**src/sewc_pkg.sv**
```systemverilog
// Shared constants and types of the serial word memory control block
package sewc_pkg;

	// ************************************************************
	// Array geometry
	// ************************************************************
	localparam int WORDS = 32;
	localparam int WORD_BITS = 32;
	localparam int ADDR_BITS = 5;
	localparam int FRAME_BITS = 12;

	// ************************************************************
	// Opcode encodings, first shifted bit on the left
	// ************************************************************
	localparam logic [2:0] OP_READ = 3'h0;
	localparam logic [2:0] OP_WORD_ERASE = 3'h2;
	localparam logic [2:0] OP_BLOCK_ERASE = 3'h6;
	localparam logic [2:0] OP_WRITE = 3'h4;
	localparam logic [2:0] OP_STANDBY = 3'h1;

	// ************************************************************
	// Reset values and erased word value
	// ************************************************************
	localparam logic [3:0] RST_CHIP = 4'h0;
	localparam logic [4:0] RST_WORD = 5'h00;
	localparam logic [31:0] RST_DATA = 32'h00000000;
	localparam logic [31:0] ERASED_WORD = 32'h00000000;

	// Address/opcode register, chip field shifted in first
	typedef struct packed {
		logic [3:0] chip;
		logic [4:0] word_address_bits;
		logic [2:0] op;
	} sewc_frame_t;

	// Decoded operation
	typedef enum logic [4:0] {
		SEWC_IDLE = 5'h01,
		SEWC_READ = 5'h02,
		SEWC_WERASE = 5'h04,
		SEWC_BERASE = 5'h08,
		SEWC_WRITE = 5'h10
	} sewc_op_t;

	// Open-drain / two-way pin drive pair
	typedef struct packed {
		logic out;
		logic oe_n;
	} sewc_pin_t;

endpackage : sewc_pkg

```
**src/sewc_serial_eeprom_word_control.sv**
```systemverilog
// Control logic of a 32-word by 32-bit serial electrically erasable memory
`timescale 1ns/1ps

module sewc_serial_eeprom_word_control #(
	parameter int WORDS = sewc_pkg::WORDS,
	parameter int WORD_BITS = sewc_pkg::WORD_BITS
) (
	input wire logic clk,
	input wire logic rst,
	input wire logic serial_clock,
	input wire logic shift_register_select,
	input wire logic serial_address_data_line_in,
	output logic serial_address_data_line_out,
	output logic serial_address_data_line_oe_n,
	input wire logic chip_identity_bit_first,
	input wire logic chip_identity_bit_2,
	input wire logic chip_identity_bit_3,
	input wire logic chip_identity_bit_last,
	input wire logic logic_supply_present,
	input wire logic program_supply_present,
	output logic program_voltage_control_out,
	output logic program_voltage_control_oe_n,
	output sewc_pkg::sewc_op_t active_op
);

	// ************************************************************
	// Helpers
	// ************************************************************
	function automatic sewc_pkg::sewc_op_t decode_op(input logic [2:0] op);
		sewc_pkg::sewc_op_t res;
		res = sewc_pkg::SEWC_IDLE;
		if (op[0] == 1'b1)
		begin
			res = sewc_pkg::SEWC_IDLE;
		end
		else
		begin
			case (op)
				sewc_pkg::OP_READ: res = sewc_pkg::SEWC_READ;
				sewc_pkg::OP_WORD_ERASE: res = sewc_pkg::SEWC_WERASE;
				sewc_pkg::OP_BLOCK_ERASE: res = sewc_pkg::SEWC_BERASE;
				sewc_pkg::OP_WRITE: res = sewc_pkg::SEWC_WRITE;
				default: res = sewc_pkg::SEWC_IDLE;
			endcase
		end
		return res;
	endfunction : decode_op

	// Output stays off for the single cycle that select has just fallen, so the first bit is valid
	function automatic logic loaded_or_loading(input logic sel_prev);
		return ~sel_prev;
	endfunction : loaded_or_loading

	// ************************************************************
	// State
	// ************************************************************
	sewc_pkg::sewc_frame_t frame_r;
	sewc_pkg::sewc_frame_t frame_nxt;
	logic [WORD_BITS-1:0] data_r;
	logic [WORD_BITS-1:0] data_nxt;
	logic sclk_r;
	logic sclk_nxt;
	logic sel_r;
	logic sel_nxt;
	logic loaded_r;
	logic loaded_nxt;
	logic [WORD_BITS-1:0] mem_r [WORDS];
	logic [WORD_BITS-1:0] mem_nxt [WORDS];
	sewc_pkg::sewc_op_t op_now;

	logic sclk_fall;
	logic chip_match;
	logic [3:0] identity;

	assign identity = {chip_identity_bit_first, chip_identity_bit_2, chip_identity_bit_3, chip_identity_bit_last};
	// Serial clock pins are sampled as synchronous levels; edges come from the last sample
	assign sclk_fall = sclk_r & ~serial_clock;
	assign chip_match = (frame_r.chip == identity);

	// ************************************************************
	// Instruction decode
	// ************************************************************
	always_comb
	begin
		op_now = sewc_pkg::SEWC_IDLE;
		if (!shift_register_select && chip_match)
		begin
			op_now = decode_op(frame_r.op);
		end
	end

	// ************************************************************
	// Shift registers and read transfer
	// ************************************************************
	always_comb
	begin
		frame_nxt = frame_r;
		data_nxt = data_r;
		sclk_nxt = serial_clock;
		sel_nxt = shift_register_select;
		loaded_nxt = loaded_r;
		if (shift_register_select)
		begin
			loaded_nxt = 1'b0;
			if (sclk_fall)
			begin
				// Chip field enters first and ends up in the top bits
				frame_nxt = sewc_pkg::sewc_frame_t'({frame_r[sewc_pkg::FRAME_BITS-2:0],
					serial_address_data_line_in});
			end
		end
		else if (op_now == sewc_pkg::SEWC_READ)
		begin
			if (sclk_fall)
			begin
				// Word recirculates so a second pass reads it again
				loaded_nxt = 1'b1;
				data_nxt = {data_r[0], data_r[WORD_BITS-1:1]};
			end
			else if (!loaded_r)
			begin
				// Parallel transfer runs until the first clock falls
				data_nxt = mem_r[frame_r.word_address_bits];
			end
		end
		else if (sclk_fall)
		begin
			data_nxt = {serial_address_data_line_in, data_r[WORD_BITS-1:1]};
		end
	end

	always_ff @(posedge clk)
	begin
		if (rst)
		begin
			frame_r <= '{chip: sewc_pkg::RST_CHIP, word_address_bits: sewc_pkg::RST_WORD,
				op: sewc_pkg::OP_STANDBY};
			data_r <= sewc_pkg::RST_DATA;
			sclk_r <= 1'b0;
			sel_r <= 1'b1;
			loaded_r <= 1'b0;
		end
		else
		begin
			frame_r <= frame_nxt;
			data_r <= data_nxt;
			sclk_r <= sclk_nxt;
			sel_r <= sel_nxt;
			loaded_r <= loaded_nxt;
		end
	end

	// ************************************************************
	// Array erase and program
	// ************************************************************
	// Erase and write act for as long as select stays low; the controller times them
	always_comb
	begin
		for (int i = 0; i < WORDS; i++)
		begin
			mem_nxt[i] = mem_r[i];
		end
		if (program_supply_present && logic_supply_present)
		begin
			case (op_now)
				sewc_pkg::SEWC_WERASE:
				begin
					mem_nxt[frame_r.word_address_bits] = sewc_pkg::ERASED_WORD;
				end
				sewc_pkg::SEWC_BERASE:
				begin
					for (int i = 0; i < WORDS; i++)
					begin
						mem_nxt[i] = sewc_pkg::ERASED_WORD;
					end
				end
				sewc_pkg::SEWC_WRITE:
				begin
					// Programming only sets bits, hence the erase beforehand
					mem_nxt[frame_r.word_address_bits] = mem_r[frame_r.word_address_bits] | data_r;
				end
				default:
				begin
					mem_nxt[0] = mem_r[0];
				end
			endcase
		end
	end

	// Nonvolatile contents survive reset
	always_ff @(posedge clk)
	begin
		for (int i = 0; i < WORDS; i++)
		begin
			mem_r[i] <= mem_nxt[i];
		end
	end

	// ************************************************************
	// Pins
	// ************************************************************
	sewc_pkg::sewc_pin_t adq_pin;
	sewc_pkg::sewc_pin_t pvc_pin;

	always_comb
	begin
		adq_pin.out = data_r[0];
		adq_pin.oe_n = ~((op_now == sewc_pkg::SEWC_READ) && loaded_or_loading(sel_r));
		pvc_pin.out = 1'b0;
		pvc_pin.oe_n = ~(logic_supply_present && ((op_now == sewc_pkg::SEWC_WERASE)
			|| (op_now == sewc_pkg::SEWC_BERASE) || (op_now == sewc_pkg::SEWC_WRITE)));
	end

	assign serial_address_data_line_out = adq_pin.out;
	assign serial_address_data_line_oe_n = adq_pin.oe_n;
	assign program_voltage_control_out = pvc_pin.out;
	assign program_voltage_control_oe_n = pvc_pin.oe_n;
	assign active_op = op_now;

endmodule : sewc_serial_eeprom_word_control

```
**config.mk**
```make
export PLATFORM = sky130hd
export DESIGN_NAME = sewc_serial_eeprom_word_control
export DESIGN_NICKNAME = d
export VERILOG_FILES = /design/src/sewc_pkg.sv /design/src/sewc_serial_eeprom_word_control.sv
export SDC_FILE = /design/constraint.sdc
export NUM_CORES = 2
export LEC_CHECK = 0
export BUFFER_PORTS_ARGS = -buffer_cell sky130_fd_sc_hd__buf_4
export CAP_MARGIN = 30
export CORE_MARGIN = 2
export CORE_UTILIZATION = 30
export CTS_CLUSTER_DIAMETER = 40
export CTS_CLUSTER_SIZE = 16
export DETAILED_ROUTE_END_ITERATION = 10
export SETUP_SLACK_MARGIN = 0.2
export SLEW_MARGIN = 20
export SYNTH_ARGS = -nofsm -noshare
export SYNTH_HDL_FRONTEND = slang
export SYNTH_SLANG_ARGS = --single-unit
```
**constraint.sdc**
```tcl
create_clock -name clk -period 48.7 [get_ports clk]
set_input_delay 2.435 -clock clk [delete_from_list [all_inputs] [get_ports clk]]
set_output_delay 2.435 -clock clk [all_outputs]
set_load 0.02 [all_outputs]
```
==> out/summary.json <==
{
  "grt_setup_unrepaired": {"value": "no"},
  "hp-class": {"value": "reg2reg"},
  "place.gp.congestion": {"value": 0.779},
  "post-place-cells": {"value": 5174},
  "globalRouteTotalUtil": {"value": 0.179},
  "max_cap_violations": {"value": 0},
  "h-tree-depth": {"value": 4},
  "synth.distinct_cells": {"value": 39},
  "synth.top_cells.by_area": {"value": "edfxtp_1 (59%), o2bb2ai_1 (17%), mux4_2 (13%), dfxtp_1 (2.0%), clkbuf_1 (1.8%)"},
  "crit_fanout": {"value": 186},
  "design.portCount": {"value": 20},
  "synth-edff-count": {"value": 1024},
  "syn_nets": {"value": 3152},
  "start_kind": {"value": "primary input"},
  "io_buffer_count": {"value": 18},
  "area_added_between_synthesis_and_finish": {"value": 15.2, "unit": "%"},
  "slew-limit-headroom": {"value": 0.210},
  "first_pass_grt_wire_length": {"value": 233000, "unit": "um"},
  "cp-end-kind": {"value": "flop"},
  "route.final.wire_length": {"value": 159000, "unit": "um"},
  "synth_area_per_cell": {"value": 16.5, "unit": "um2"},
  "timing.fmax": {"value": 133, "unit": "MHz"},
  "worstPathArrival": {"value": 7.99, "unit": "ns"},
  "floorplan.core_area": {"value": 0.172, "unit": "mm2"},
  "clkTransAtPathRegs": {"value": 0.06, "unit": "ns"},
  "nNetsFinal": {"value": 3028},
  "vdd_drop_max": {"value": 0.0280, "unit": "mV"},
  "hpwl": {"value": 82300, "unit": "um"},
  "setup-tns-final": {"value": 0, "unit": "ns"},
  "place_area": {"value": 0.0547, "unit": "mm2"},
  "mappedNetlistArea": {"value": 0.0519, "unit": "mm2"},
  "dp_slack": {"value": 40.27, "unit": "ns"},
  "synth.largest_area_cell": {"value": "edfxtp_1"},
  "timing_hold_violations_final": {"value": 0},
  "drc": {"value": 0},
  "route.detailed.vias_per_inst": {"value": 6.02},
  "finalNonFillerCells": {"value": 5448},
  "ys_warn_count": {"value": 0},
  "post_route_cells_drive_above_1_share": {"value": 0.263},
  "count_of_clock_tree_sinks": {"value": 1076},
  "run_status": {"value": "completed"},
  "pwr_density_cell": {"value": 35.1, "unit": "mW/mm2"},
  "final.min_clock_period": {"value": 7.54, "unit": "ns"},
  "crit_type": {"value": "in2reg"},
  "cts_post_setup_buffers_inserted": {"value": 0},
  "grt_start_max_net_pins": {"value": 187},
  "cts_resized": {"value": 0},
  "routed_wire_length_per_instance": {"value": 29.2, "unit": "um"},
  "numCtsBuffers": {"value": 143},
  "power.leakage": {"value": 17.5, "unit": "nW"},
  "cts_tree": {"value": "built"},
  "required": {"value": 49.14, "unit": "ns"},
  "post_cts_hold_buffer_count": {"value": 0},
  "clock-root-buffer": {"value": "clkbuf_16"},
  "ant_nets": {"value": 0},
  "total_of_flip_flops_plus_latches_after_synthesis": {"value": 1076},
  "hold_slack": {"value": 0.479, "unit": "ns"},
  "grt_antenna_before_repair": {"value": 4},
  "die-width": {"value": 420, "unit": "um"},
  "fill_cells": {"value": 16054},
  "layout_worst_path_cycle_share": {"value": 0.155},
  "drt_iter0_drc": {"value": 4038},
  "core.rowCount": {"value": 152},
  "final_critical_path_setup_slack": {"value": 41.16, "unit": "ns"},
  "skew": {"value": 0.0411, "unit": "ns"},
  "synth_instances": {"value": 3141},
  "final_standard_cell_area_without_fillers": {"value": 0.0598, "unit": "mm2"},
  "first_pass_iters": {"value": 5},
  "synth_seq_area_share": {"value": 0.612},
  "tightest_slew": {"value": 1.19, "unit": "ns"},
  "die_height": {"value": 420, "unit": "um"},
  "synthFlopType": {"value": "edfxtp_1"},
  "grt-ovfl-total": {"value": 0},
  "clock_insertion_delay_worst_skew": {"value": 0.78, "unit": "ns"},
  "vias": {"value": 32798},
  "async_reset_ff_frac": {"value": 0},
  "design_power_total": {"value": 2.10, "unit": "mW"},
  "vias_in_the_first_global_route": {"value": 32713},
  "start_util": {"value": 0.302},
  "netlist.area_leader.share": {"value": 0.592},
  "maxSlewViolCount": {"value": 0},
  "fp.dieArea": {"value": 0.176, "unit": "mm2"},
  "final_core_util": {"value": 0.348},
  "setup-violations-final": {"value": 0},
  "cts.path.max_buffers": {"value": 3}
}
## registers in the layout, indices dropped and copies added, names as in the netlist, named ones only
signal and flops:
sel_r 1, data_r 32, frame_r 12, mem_r 1024, sclk_r 1, loaded_r 1
## cell usage in the layout, fill, tap and decap left out, drive strengths merged, types with 40 or more instances in the layout
master   count
edfxtp    1024
buf        132
clkbuf     162
nand2       41
o2bb2ai   1024
a21oi       45
mux4       306
and3        40
dfxtp       52
clkinv      47
## worst max-delay path, cell delays in order
cell,delay (ns)
buf_4,0.11
xor2_1,0.13
or3_1,0.38
or2_2,0.33
or3b_2,0.50
nor2_4,0.51
buf_12,0.63
buf_4,0.89
buf_12,0.79
buf_4,0.43
buf_16,0.32
## layer usage
metal,up-vias,global-route usage,wire length (um)
met2,1702,0.285,75400
met3,325,0.0377,14500
met1,17335,0.233,62900
met5,-,0,0
li1,13436,-,-
met4,0,0.0790,6510
## path summary, 6_finish.rpt
| check | end | cells after the start | slack [ns] | startpoint |
|---|---|---|---|---|
| worst max-delay path | mem_r[3][7] | 11 | 41.16 | chip_identity_bit_first |
| worst min-delay path | frame_r[11] | 2 | 0.48 | frame_r[11] |
| worst max register to register | mem_r[3][7] | 10 | 42.59 | frame_r[11] |
| worst min register to register | frame_r[11] | 2 | 0.48 | frame_r[11] |
## synthesized netlist by cell type, types with 2 or more instances
cell type  number
nand3_1        35
buf_4          83
mux4_2        306
nor2_2          2
buf_1          16
nor3_1          4
a31oi_1         7
and2_1          2
buf_6           5
nand2_1        41
edfxtp_1     1024
dfxtp_1        52
o2bb2ai_1    1024
buf_2          43
clkbuf_1      254
inv_1           4
mux2_2         25
or3_1           3
a221o_1        31
nor2b_1         6
mux2i_1        29
and3b_1         2
and3_1         40
nor2_4         23
xnor2_1         3
a21oi_1        45
nor3b_1         4
nor2_1         11
a22oi_1         7
## power by group
group	leakage (nW)	internal (mW)	switching (mW)	total [mW]
clock	2.42	0.659	0.440	1.10
sequential	9.71	0.997	0.000201	0.997
combinational	5.39	0.00130	0.00351	0.00482
total	17.5	1.66	0.443	2.10
## final cells by class
class	count	area, um2	area share
multi-input cells	1660	18900	0.316
clock inverters	101	1150	0.0192
diodes	3	7.51	0.000126
well taps	2310	2890	0.0484
inverters	4	15.0	0.000251
clock buffers	162	3810	0.0637
flip-flops and latches	1076	31800	0.532
repair buffers	132	1230	0.0206
## cell families (layout without fill, tap and decap cells)
family	Yosys count	after routing	synth area share
AOI/OAI and AO/OA	1116	1116	0.185
muxes	360	360	0.144
buffers and inverters	405	399	0.0371
DFF	1076	1076	0.612
xor gates and xnor gates	4	4	0.000675
other	1	4	0.0000722
and+or+nand+nor	179	179	0.0207
(Power assumes the default switching activity.)
